### src/scd_pkg.sv
package scd_pkg;

    // Pin widths, bank count and busy timer width
    localparam int BANK_W = 3;
    localparam int ADDR_W = 14;
    localparam int NBANK  = 8;
    localparam int CNT_W  = 8;

    // Address bit positions
    localparam int AP_BIT   = 10;
    localparam int CHOP_BIT = 12;

    // Busy periods in clock cycles (nCK), plain defaults
    localparam logic [CNT_W-1:0] CYC_BL8  = 8'h04;
    localparam logic [CNT_W-1:0] CYC_BC4  = 8'h02;
    localparam logic [CNT_W-1:0] CYC_RP   = 8'h06;
    localparam logic [CNT_W-1:0] CYC_RFC  = 8'h40;
    localparam logic [CNT_W-1:0] CYC_MRD  = 8'h0c;
    localparam logic [CNT_W-1:0] CYC_ZQCL = 8'h80;
    localparam logic [CNT_W-1:0] CYC_ZQCS = 8'h20;
    localparam logic [CNT_W-1:0] CYC_XP   = 8'h04;
    localparam logic [CNT_W-1:0] CYC_XS   = 8'h50;
    localparam logic [CNT_W-1:0] CYC_ZERO = 8'h00;
    localparam logic [CNT_W-1:0] CYC_ONE  = 8'h01;

    // Operating states
    typedef enum logic [3:0] {
        ST_IDLE, ST_ACTIVE, ST_READING, ST_WRITING, ST_PRECHARGING,
        ST_REFRESHING, ST_ACT_PD, ST_PRE_PD, ST_SELF_REF
    } scd_state_type;

    // Decoded commands
    typedef enum logic [2:0] {
        CMD_MODE_SET, CMD_REFRESH, CMD_PRECHARGE, CMD_ACTIVATE,
        CMD_WRITE, CMD_READ, CMD_CALIBRATE, CMD_NOP
    } scd_cmd_type;

endpackage

### src/scd_bank_table.sv
`timescale 1ns/100ps

module scd_bank_table
(
    // Clock and reset
    input  wire logic                      sys_clk_i,
    input  wire logic                      rstn_i,
    // Open and close requests
    input  wire logic                      open_i,
    input  wire logic                      close_i,
    input  wire logic                      close_all_i,
    input  wire logic [scd_pkg::BANK_W-1:0] bank_i,
    // Open banks
    output logic      [scd_pkg::NBANK-1:0]  open_mask_o
);

    ////////////////////////////////////////////////////////////////////////////
    // One flag per bank; close wins only over a stale open of another cycle
    genvar gi;
    generate
        for (gi = 0; gi < scd_pkg::NBANK; gi++)
        begin : g_bank
            always_ff @(posedge sys_clk_i or negedge rstn_i)
            begin
                if (!rstn_i)
                    open_mask_o[gi] <= 1'b0;
                else if (open_i && bank_i == scd_pkg::BANK_W'(gi))
                    open_mask_o[gi] <= 1'b1;
                else if (close_all_i || (close_i && bank_i == scd_pkg::BANK_W'(gi)))
                    open_mask_o[gi] <= 1'b0;
            end
        end
    endgenerate

endmodule // scd_bank_table

### src/scd_decode.sv
// Operation
// - Commands decode only from pins sampled at a rising clock edge.
// - Bank lines pick the target bank, or the mode register for mode set.
// - Unused upper bank, row and column bits are masked by configured density.
// - A started burst runs its full length only if no other command or clock-enable fall comes during it.
// - No internal refresh in any power-down state.
// - Decoding ignores termination input; termination off in self refresh.
// - Self refresh exit detected from clock-enable rising, not clock edges.
// - No-operation never disturbs an operation in progress.
// - Deselect behaves exactly as no-operation.
// - Clock-enable change judged from previous and current edge, prior state.
// - Fall during read, write, precharge: precharge or active power-down.
// - Fall while refreshing or idle enters precharge power-down.
// - Refresh with clock-enable fall enters self refresh only from idle.
// - Command and address ignored while held in power-down or self refresh.
// - Idle needs banks closed, no burst, clock-enable high, delays expired.
// - Strobe codes map to mode set, refresh, precharge, activate, etc.
// - Bit 10 requests auto precharge; bit 12 picks chop on the fly.
`timescale 1ns/100ps

module scd_decode
(
    // Clock and reset
    input  wire logic                         sys_clk_i,
    input  wire logic                         rstn_i,
    // Command pins
    input  wire logic                         cs_n_i,
    input  wire logic                         ras_n_i,
    input  wire logic                         cas_n_i,
    input  wire logic                         we_n_i,
    input  wire logic                         cke_i,
    input  wire logic                         odt_i,
    input  wire logic [scd_pkg::BANK_W-1:0]   ba_i,
    input  wire logic [scd_pkg::ADDR_W-1:0]   addr_i,
    // Configuration
    input  wire logic                         otf_bl_i,
    input  wire logic                         fixed_bc4_i,
    input  wire logic [3:0]                   row_bits_i,
    input  wire logic [3:0]                   col_bits_i,
    input  wire logic [1:0]                   bank_bits_i,
    // Command results
    output logic                              cmd_strobe_o,
    output scd_pkg::scd_cmd_type              cmd_o,
    output logic      [scd_pkg::BANK_W-1:0]   bank_o,
    output logic      [scd_pkg::ADDR_W-1:0]   row_o,
    output logic      [scd_pkg::ADDR_W-1:0]   col_o,
    output logic                              auto_pre_o,
    output logic                              chop_o,
    output logic                              long_cal_o,
    // Status
    output scd_pkg::scd_state_type            state_o,
    output logic      [scd_pkg::NBANK-1:0]    open_banks_o,
    output logic                              burst_active_o,
    output logic                              idle_o,
    output logic                              own_refresh_en_o,
    output logic                              odt_enable_o
);

    scd_pkg::scd_state_type             state;
    scd_pkg::scd_cmd_type               cmd;
    logic [scd_pkg::CNT_W-1:0]          busy_cnt;
    logic                               cke_prev;
    logic                               cke_s1, cke_s2, cke_s3;
    logic                               cke_sync;
    logic                               cmd_ok, fall, rise, held_low, in_pd;
    logic                               chop, ap_pend, ap_done;
    logic [scd_pkg::BANK_W-1:0]         ap_bank, bank_m;
    logic [scd_pkg::NBANK-1:0]          ap_mask;
    logic [scd_pkg::ADDR_W-1:0]         row_mask, col_mask;
    logic [scd_pkg::BANK_W-1:0]         bank_mask;

    ////////////////////////////////////////////////////////////////////////////
    // Clock-enable history and self refresh exit synchroniser
    always_ff @(posedge sys_clk_i or negedge rstn_i)
    begin
        if (!rstn_i)
            cke_prev <= 1'b0;
        else
            cke_prev <= cke_i;
    end

    // Exit path must not trust clock edges during self refresh, so resync
    always_ff @(posedge sys_clk_i or negedge rstn_i)
    begin
        if (!rstn_i)
        begin
            cke_s1 <= 1'b0;
            cke_s2 <= 1'b0;
            cke_s3   <= 1'b0;
            cke_sync <= 1'b0;
        end
        else
        begin
            cke_s1 <= cke_i;
            cke_s2 <= cke_s1;
            cke_s3 <= cke_s2;
            // Agreed level; entry must be seen low before a rise can end it
            if (cke_s2 == cke_s3)
                cke_sync <= cke_s3;
        end
    end

    ////////////////////////////////////////////////////////////////////////////
    // Density masks, one bit each
    genvar gi;
    generate
        for (gi = 0; gi < scd_pkg::ADDR_W; gi++)
        begin : g_mask
            assign row_mask[gi] = (gi < row_bits_i);
            assign col_mask[gi] = (gi < col_bits_i);
        end
        for (gi = 0; gi < scd_pkg::BANK_W; gi++)
        begin : g_bmask
            assign bank_mask[gi] = (gi < bank_bits_i);
        end
    endgenerate

    ////////////////////////////////////////////////////////////////////////////
    // Command decode; odt_i plays no part here
    assign in_pd    = (state == scd_pkg::ST_ACT_PD) || (state == scd_pkg::ST_PRE_PD);
    assign held_low = !cke_prev && !cke_i;
    assign fall     = cke_prev && !cke_i;
    assign rise     = !cke_prev && cke_i;
    assign cmd_ok   = cke_prev && cke_i && !in_pd && (state != scd_pkg::ST_SELF_REF);
    assign bank_m   = ba_i & bank_mask;
    assign chop     = otf_bl_i ? !addr_i[scd_pkg::CHOP_BIT] : fixed_bc4_i;

    always_comb
    begin
        if (cs_n_i)
            cmd = scd_pkg::CMD_NOP;
        else
            unique case ({ras_n_i, cas_n_i, we_n_i})
                3'h0: cmd = scd_pkg::CMD_MODE_SET;
                3'h1: cmd = scd_pkg::CMD_REFRESH;
                3'h2: cmd = scd_pkg::CMD_PRECHARGE;
                3'h3: cmd = scd_pkg::CMD_ACTIVATE;
                3'h4: cmd = scd_pkg::CMD_WRITE;
                3'h5: cmd = scd_pkg::CMD_READ;
                3'h6: cmd = scd_pkg::CMD_CALIBRATE;
                3'h7: cmd = scd_pkg::CMD_NOP;
            endcase
    end

    ////////////////////////////////////////////////////////////////////////////
    // Registered command outputs; no-ops are not announced
    always_ff @(posedge sys_clk_i or negedge rstn_i)
    begin
        if (!rstn_i)
        begin
            cmd_strobe_o <= 1'b0;
            cmd_o        <= scd_pkg::CMD_NOP;
            bank_o       <= '0;
            row_o        <= '0;
            col_o        <= '0;
            auto_pre_o   <= 1'b0;
            chop_o       <= 1'b0;
            long_cal_o   <= 1'b0;
        end
        else
        begin
            cmd_strobe_o <= cmd_ok && (cmd != scd_pkg::CMD_NOP);
            if (cmd_ok && (cmd != scd_pkg::CMD_NOP))
            begin
                cmd_o      <= cmd;
                bank_o     <= bank_m;
                row_o      <= addr_i & row_mask;
                col_o      <= addr_i & col_mask;
                auto_pre_o <= addr_i[scd_pkg::AP_BIT];
                chop_o     <= chop;
                long_cal_o <= addr_i[scd_pkg::AP_BIT];
            end
        end
    end

    ////////////////////////////////////////////////////////////////////////////
    // Pending auto precharge, closed when the burst count expires
    assign ap_done = ap_pend && (busy_cnt == scd_pkg::CYC_ONE);
    assign ap_mask = ap_pend ? (scd_pkg::NBANK'(1) << ap_bank) : '0;

    always_ff @(posedge sys_clk_i or negedge rstn_i)
    begin
        if (!rstn_i)
        begin
            ap_pend <= 1'b0;
            ap_bank <= '0;
        end
        else if (cmd_ok && (cmd == scd_pkg::CMD_READ || cmd == scd_pkg::CMD_WRITE))
        begin
            ap_pend <= addr_i[scd_pkg::AP_BIT];
            ap_bank <= bank_m;
        end
        else if (ap_done)
            ap_pend <= 1'b0;
    end

    scd_bank_table u_banks
    (
        .sys_clk_i   (sys_clk_i),
        .rstn_i      (rstn_i),
        .open_i      (cmd_ok && cmd == scd_pkg::CMD_ACTIVATE),
        .close_i     ((cmd_ok && cmd == scd_pkg::CMD_PRECHARGE) || ap_done),
        .close_all_i (cmd_ok && cmd == scd_pkg::CMD_PRECHARGE && addr_i[scd_pkg::AP_BIT]),
        .bank_i      (ap_done ? ap_bank : bank_m),
        .open_mask_o (open_banks_o)
    );

    ////////////////////////////////////////////////////////////////////////////
    // State and busy timer; the timer runs on through power-down so bursts end
    always_ff @(posedge sys_clk_i or negedge rstn_i)
    begin
        if (!rstn_i)
        begin
            state    <= scd_pkg::ST_IDLE;
            busy_cnt <= scd_pkg::CYC_ZERO;
        end
        else
        begin
            if (busy_cnt != scd_pkg::CYC_ZERO)
                busy_cnt <= busy_cnt - scd_pkg::CYC_ONE;
            unique case (state)
                scd_pkg::ST_SELF_REF:
                    if (cke_s2 && cke_s3 && !cke_sync)
                    begin
                        state    <= scd_pkg::ST_IDLE;
                        busy_cnt <= scd_pkg::CYC_XS;
                    end
                scd_pkg::ST_ACT_PD, scd_pkg::ST_PRE_PD:
                    if (rise)
                    begin
                        state    <= (state == scd_pkg::ST_ACT_PD) ? scd_pkg::ST_ACTIVE
                                                                  : scd_pkg::ST_IDLE;
                        busy_cnt <= scd_pkg::CYC_XP;
                    end
                default:
                    if (fall)
                    begin
                        if (state == scd_pkg::ST_IDLE && !cs_n_i &&
                            cmd == scd_pkg::CMD_REFRESH)
                            state <= scd_pkg::ST_SELF_REF;
                        else if (state == scd_pkg::ST_ACTIVE)
                            state <= scd_pkg::ST_ACT_PD;
                        else if (state == scd_pkg::ST_IDLE ||
                                 state == scd_pkg::ST_REFRESHING)
                            state <= scd_pkg::ST_PRE_PD;
                        else if ((open_banks_o & ~ap_mask) == '0)
                            state <= scd_pkg::ST_PRE_PD;
                        else
                            state <= scd_pkg::ST_ACT_PD;
                    end
                    else if (cmd_ok && cmd != scd_pkg::CMD_NOP)
                    begin
                        unique case (cmd)
                            scd_pkg::CMD_MODE_SET:
                                busy_cnt <= scd_pkg::CYC_MRD;
                            scd_pkg::CMD_REFRESH:
                            begin
                                state    <= scd_pkg::ST_REFRESHING;
                                busy_cnt <= scd_pkg::CYC_RFC;
                            end
                            scd_pkg::CMD_PRECHARGE:
                            begin
                                state    <= scd_pkg::ST_PRECHARGING;
                                busy_cnt <= scd_pkg::CYC_RP;
                            end
                            scd_pkg::CMD_ACTIVATE:
                                state <= scd_pkg::ST_ACTIVE;
                            scd_pkg::CMD_WRITE, scd_pkg::CMD_READ:
                            begin
                                state    <= (cmd == scd_pkg::CMD_READ) ? scd_pkg::ST_READING
                                                                       : scd_pkg::ST_WRITING;
                                busy_cnt <= chop ? scd_pkg::CYC_BC4 : scd_pkg::CYC_BL8;
                            end
                            scd_pkg::CMD_CALIBRATE:
                                busy_cnt <= addr_i[scd_pkg::AP_BIT] ? scd_pkg::CYC_ZQCL
                                                                    : scd_pkg::CYC_ZQCS;
                            default:
                                busy_cnt <= busy_cnt;
                        endcase
                    end
                    else if (busy_cnt == scd_pkg::CYC_ONE &&
                             (state == scd_pkg::ST_READING || state == scd_pkg::ST_WRITING ||
                              state == scd_pkg::ST_PRECHARGING ||
                              state == scd_pkg::ST_REFRESHING))
                        state <= ((open_banks_o & ~ap_mask) == '0) ? scd_pkg::ST_IDLE
                                                                   : scd_pkg::ST_ACTIVE;
            endcase
        end
    end

    ////////////////////////////////////////////////////////////////////////////
    // Status outputs
    assign state_o          = state;
    assign burst_active_o   = (busy_cnt != scd_pkg::CYC_ZERO) &&
                              (state == scd_pkg::ST_READING || state == scd_pkg::ST_WRITING);
    assign idle_o           = (state == scd_pkg::ST_IDLE) && (open_banks_o == '0) && cke_i &&
                              (busy_cnt == scd_pkg::CYC_ZERO);
    assign own_refresh_en_o = (state == scd_pkg::ST_SELF_REF);
    assign odt_enable_o     = odt_i && (state != scd_pkg::ST_SELF_REF);
endmodule // scd_decode

### config.mk
export PLATFORM = sky130hd
export DESIGN_NAME = scd_decode
export DESIGN_NICKNAME = d
export VERILOG_FILES = /design/src/scd_pkg.sv /design/src/scd_bank_table.sv /design/src/scd_decode.sv
export SDC_FILE = /design/constraint.sdc
export NUM_CORES = 1
export LEC_CHECK = 0
export BUFFER_PORTS_ARGS = -buffer_cell sky130_fd_sc_hd__buf_2
export CAP_MARGIN = 10
export CORE_MARGIN = 2
export CORE_UTILIZATION = 50
export CTS_BUF_LIST = sky130_fd_sc_hd__clkbuf_2
export DETAILED_ROUTE_END_ITERATION = 8
export PLACE_DENSITY = 0.85
export SLEW_MARGIN = 15
export SYNTH_ARGS = -nofsm -noshare
export SYNTH_HDL_FRONTEND = slang
export SYNTH_SLANG_ARGS = --single-unit
### constraint.sdc
create_clock -name sys_clk_i -period 2 [get_ports sys_clk_i]
set_input_delay 0 -clock sys_clk_i [delete_from_list [all_inputs] [get_ports sys_clk_i]]
set_output_delay 0 -clock sys_clk_i [all_outputs]
set_load 0.005 [all_outputs]
# Yosys cells after proc, flatten, opt, wreduce, memory -nomap -nowiden
# Memory sizes are Yosys's and may differ from the RTL's.
# Cells that the tools add are included.
# classes
addsub	1
mux	45
bitwise_logic	5
n_reduce_logical	78
n_eq_ne	29
n_shift	1
order_cmp	31
# op_table
operator	count
2-to-1 mux 8 bit	7
< comparator 4 bit (first input constant)	12
one-hot mux 8 bit (6 select lines)	1
logical AND 1 bit	37
< comparator 3 x 4 -> 1 bit (first input constant)	8
bitwise AND 14 bit	2
2-to-1 mux 1 bit	25
zero test 8 bit	3
2-to-1 mux 4 bit	6
equality test 3 bit (second input constant)	7
nonzero test 2 bit	9
equality test 4 x 3 -> 1 bit (second input constant)	4
< comparator 1 x 4 -> 1 bit (first input constant)	4
< comparator 2 x 4 -> 1 bit (first input constant)	4
one-hot mux 4 bit (4 select lines)	1
one-hot mux 8 bit (2 select lines)	1
logical OR 1 bit	15
equality test 3 x 2 -> 1 bit (second input constant)	4
!= test 10 x 6 -> 1 bit (second input constant)	1
2-to-1 mux 3 bit	3
bitwise AND 8 bit	1
equality test 4 x 2 -> 1 bit (second input constant)	2
equality test 8 x 1 -> 1 bit (second input constant)	1
!= test 8 x 6 -> 1 bit (second input constant)	1
22 further kinds	31
# word_totals
mem_count	1
mem_bits_ro	24
word_cells	214
regBits	65
# mem_list
memory	depth	word_bits	rd	rd_ports_with_merged_regs	write_ports	line_no	rtl
(no name shown)	8	3	1	0	0	scd_decode.sv:133	unique case ({ras_n_i, cas_n_i, we_n_i})

# Depth between registers and ports, before layout
# depth
word_depth	11
ltp_mapped	9
ltp_nobuf	7

# Modules after synthesis
# A second synthesis with hierarchy kept.
# unflattened
cells_unflattened	387
hier_area_um2	3562.2
# modules_own_cells
mod	cells_per_inst	n_inst	area_per_inst_um2
scd_decode	348	1	3115.5
scd_bank_table	39	1	446.7

# Least setup slack after synthesis
# No wires, ideal clock.
# synth_path
path_type	register -> register
startpoint	register state[0] (netlist: state_o[0])
endpoint	register ap_bank[2] in the netlist's numbering
stages_incl_launch_ff	9
arrival_time_ns	1.911
path_slack_ns	-0.036
synth_period_minus_slack_ns	2.036
path_buffers	3
t_required_ns	1.875
path_cell_list	dfrtp_1 -> buf_2 -> nor4b_4 -> nand2b_1 -> buf_4 -> nor2_1 -> and3_1 -> buf_2 -> mux2_4
# synth_between
elab_chain_len	6
elab_cells_between_ends	8
classes_between	eq/ne (3); reduce/logical (5)
# synth_lines
element	line_no	rtl
from (decl)	scd_decode.sv:59	scd_pkg::scd_state_type state;
from (signal assigned)	scd_decode.sv:214	state <= scd_pkg::ST_IDLE;
from (signal assigned)	scd_decode.sv:225	state <= scd_pkg::ST_IDLE;
from (signal assigned)	scd_decode.sv:231	state <= (state == scd_pkg::ST_ACT_PD) ? scd_pkg::ST_ACTIVE
equality test 4 x 3 -> 1 bit	scd_decode.sv:120	assign in_pd = (state == scd_pkg::ST_ACT_PD) || (state == scd_pkg::ST_PRE_PD);
logical OR 1 bit	scd_decode.sv:120	
zero test 1 bit	scd_decode.sv:124	assign cmd_ok = cke_prev && cke_i && !in_pd && (state != scd_pkg::ST_SELF_REF);
logical AND 1 bit	scd_decode.sv:124	
logical AND 1 bit (*)	scd_decode.sv:124	
logical AND 1 bit (*)	scd_decode.sv:188	else if (cmd_ok && (cmd == scd_pkg::CMD_READ || cmd == scd_pkg::CMD_WRITE))
to (signal assigned)	scd_decode.sv:191	ap_bank <= bank_m;
to (decl)	scd_decode.sv:67	logic [scd_pkg::BANK_W-1:0] ap_bank, bank_m;
# Mark *: on every way between the ends. The rest lies on a longest branch, timed or not.
# A chain may end at the register's enable or synchronous reset.

# Worst setup path in the final report
# layout_path
startpoint	register busy_cnt[7] in the netlist's numbering
endpoint	register state[3] (netlist: state_o[3])
# layout_between
elab_chain_len	4
# layout_lines
element	line_no	rtl
from (decl)	scd_decode.sv:61	logic [scd_pkg::CNT_W-1:0] busy_cnt;
from (signal assigned)	scd_decode.sv:215	busy_cnt <= scd_pkg::CYC_ZERO;
from (signal assigned)	scd_decode.sv:220	busy_cnt <= busy_cnt - scd_pkg::CYC_ONE;
from (signal assigned)	scd_decode.sv:226	busy_cnt <= scd_pkg::CYC_XS;
equality test 8 x 1 -> 1 bit	scd_decode.sv:281	else if (busy_cnt == scd_pkg::CYC_ONE &&
logical AND 1 bit	scd_decode.sv:281	
nonzero test 5 bit (no line)	n/a	
AND reduction 4 bit (no line)	n/a	
to (signal assigned)	scd_decode.sv:267	state <= scd_pkg::ST_ACTIVE;
to (signal assigned)	scd_decode.sv:270	state <= (cmd == scd_pkg::CMD_READ) ? scd_pkg::ST_READING
to (signal assigned)	scd_decode.sv:285	state <= ((open_banks_o & ~ap_mask) == '0) ? scd_pkg::ST_IDLE
# No other way between the ends.

==> results.md <==
* Routability congestion estimate at 0.951
* All-Layer GR Usage at between 30% and 40%
* Antenna viol nets, final at 0
* Num rows at 30
* Synth top area share at 43.7%
* Post-Synth Adder-Cell Area at 1.06%
* Via count at 4383
* R2R cell count at 6
* Hold crit path type: in -> reg
* Slew Limit Fails at 0
* Clk sink count at 65
* CTS Buf Count at 9
* Routed wire per std cell at 21.2 um
* Fmax at around 0.46 GHz
* Dpl hpwl at 7620 um
* Post-synth EDFFs at 0
* Post-synthesis mux area share at just over 3%
* CP arrival at about 2600 ps
* Die X at 88.3 um
* Num ports at 91
* Min Tclk post-route at 2150 ps
* Finished Layout Cells at 675
* XOR/XNOR Fraction of Synth Area at 1.73%
* Die height at 88.3 um
* Number of synthesis warnings at 0
* Slew @ Worst Pin at between 600 and 700 ps
* Worst setup path class: reg -> reg
* Crit-path max cell delay at 460 ps
* Grt ovf at 0
* Top_reg_cell synth: dfrtp_1
* Starting Density at 52.0%
* Cells after Synth at 393
* Simple-Gate Fraction of Synth Area at 21.0%
* Placed inst area at 4310 um^2
* Startpoint types: register
* Cell taking the most area after synthesis: dfrtp_1
* Core Box Area at roughly 6800 um^2
* Crit path buf inv count at 1
* Leak pwr at between 0.002 and 0.003 uW
* CTS Buffer Depth at 2
* Die area at 7800 um^2
* Max-cap violations at 0
* Area growth, synth to finish at 50.1%
* First-pass GRT wire length at slightly above 20000 um
* Crit path max-delay family: simple AND/OR/NAND/NOR gates
* Number of DRC markers in iteration 0 at 726
* List of most frequent post-synthesis cells: nand2_1 (67), dfrtp_1 (62), o21ai_0 (52)
* Synth Area in Compound Gates at 23.2%
* Routed WL at approximately 14000 um
* Failing checks: negative setup slack
* # fillers at 410
* CP Max Fanout at 6
* CP cell instances: nor4_4, buf_4, and3_4, or4b_4, a21o_4, a32o_1
* Worst setup margin at -155 ps
* Register area at 1630 um^2
* Fin crit share at 108%
* Reg2Reg Setup Slack at -150 ps
* Largest family of logic cells by synthesized area: compound AO/OA/AOI/OAI gates
* Largest net degree at the start of global routing at 63
* Synth area leaders: dfrtp_1 (44%), o21ai_0 (7.3%), nand2_1 (7.1%)
* # setup viols final at 14
* FFs w/ async S/R, synth at 100%
* Crit end category: register
* Placed Cells at 590
* Count leader, synth: nand2_1
* Clk_lat worst skew at approximately 560 ps
* Worst slew margin at 54.1%
* Layout Utilization at roughly four fifths
* Root Buffer: clkbuf_2
* Seq/Total Area, Yosys at 45.9%
* PD cells at around 1100 nW/um^2
* First-pass DRT Iterations at 6
* Reg-to-reg startpoint: busy_cnt[7]
* Worst vdd ir at between 600 and 700 uV
* CTS tree: built
* Slowest cell on crit path: dfrtp_1
* DRC viols at 0
* Netlist cell types at 56
* RSZ-0062 raised after global routing: yes
* Non-Filler Cell Area, Final at 5340 um^2
* Synthesis-stage register bit count at 65
* Port Buffers at 90
* Syn_nets at 433
* Hold Violations, Final at 0
* Cell Area, Synth at 3550 um^2
* Vias in the first global route at 4040
* H-tree depth at 3
* Hold path startpoint: we_n_i
* CP Depth at 6
* TNS Setup at -778 ps
* Vias per inst at 6.49
* Clock skew at 61.4 ps
* Crit Reg-Reg Endpoint: state_o[3]
* WP data required at 2420 ps
* Layout cells sized above 1 at around a third
* Hold worst-path end: cmd_o[0]
* Antenna violations before repair at 1
* Clk slew on worst S/H paths at 220 ps
* Hold Path Stages at 4
* Multi-input gate area at 2000 um^2
* Run status: finished, violations left
* Synth Area per Inst at 9.04 um^2
* Pre-CTS setup slack at -115 ps
* Final nets at 613
[cell usage in the layout (no fill, tap or decap), drive strengths merged, types with 3 or more instances in the layout]
master and count:
a21o 5, a21oi 16, a32o 11, and3 5, buf 141, clkbuf 10
clkinv 3, dfrtp 62, dfstp 3, dlygate4sd3 52, ha 3, inv 9
mux2 5, mux2i 5, nand2 67, nand2b 6, nand3 10, nand4 6
nor2 20, nor2b 4, nor3 7, nor4 5, o211ai 6, o21ai 54
o22ai 3, o31ai 11, o41ai 3, or3 4, xor2 5
[worst min-delay path: stages]
cell	delay, ps
buf_2	100
buf_4	180
nor2_1	120
o21ai_0	160
[where the power goes]
group,total [uW],switching [uW],internal (uW)
clock network,961,548,413
logic,2760,1460,1300
registers,2020,343,1670
[per-layer routing]
metal | wire length (um) | GRT usage [%]
met2 | 6650 | 54.2
met4 | 1020 | 18.2
met5 | 0 | 0
met3 | 1620 | 11.0
met1 | 5030 | 42.4
[how the worst max path moves through the flow]
stage,from,endpoint,slack [ps]
CTS,busy_cnt[6],state_o[3],-90
global route,busy_cnt[7],state_o[3],-200
detailed placement,state_o[2],u_banks.open_mask_o[3],-120
floorplan,state_o[2],ap_bank[2],-20
finish,busy_cnt[7],state_o[3],-150
global placement,busy_cnt[1],u_banks.open_mask_o[5],30
[cell families after synthesis]
family,after synthesis
AOI/OAI and AO/OA,127
xor gates and xnor gates,7
adders and majority gates,3
buffers and inverters,33
DFF,65
muxes,10
and+or+nand+nor,148
[registers in the layout (all words and copies together) (netlist names)]
register / count
cke_s1: 1
bank_o: 3
cke_s2: 1
long_cal_o: 1
col_o: 14
ap_pend: 1
chop_o: 1
cke_sync: 1
busy_cnt: 8
cmd_o: 3
row_o: 14
cke_s3: 1
ap_bank: 3
cmd_strobe_o: 1
state_o: 4
u_banks.open_mask_o: 8
[what timing repair did]
| action | in CTS | in global routing |
|---|---|---|
| hold buffers | 51 | 1 |
| endpoints found under the setup margin | 18 | 54 |
| resized for setup | 17 | 35 |
| pin swaps | 8 | 16 |
| gates cloned | 0 | 1 |
| endpoints found under the hold margin | 102 | 1 |
| setup buffers | 5 | 10 |
[final cells by class]
cell class	count	share of cell area (%)
multi-input combinational	295	37.5
sequential	65	30.6
timing repair buffer	194	26.5
tap	96	2.25
clock inverter	7	1.76
clock buffer	9	0.844
inverter	8	0.563
antenna	1	0.0469
[per-stage QoR]
step                power (uW)  hold slack [ps]
floorplan                 3110             -296
global placement          3840            -75.8
detailed placement        3920            -69.1
CTS                       5060             25.8
global route              5950             39.3
finish                    5730             44.2
(Power assumes the default switching activity.)
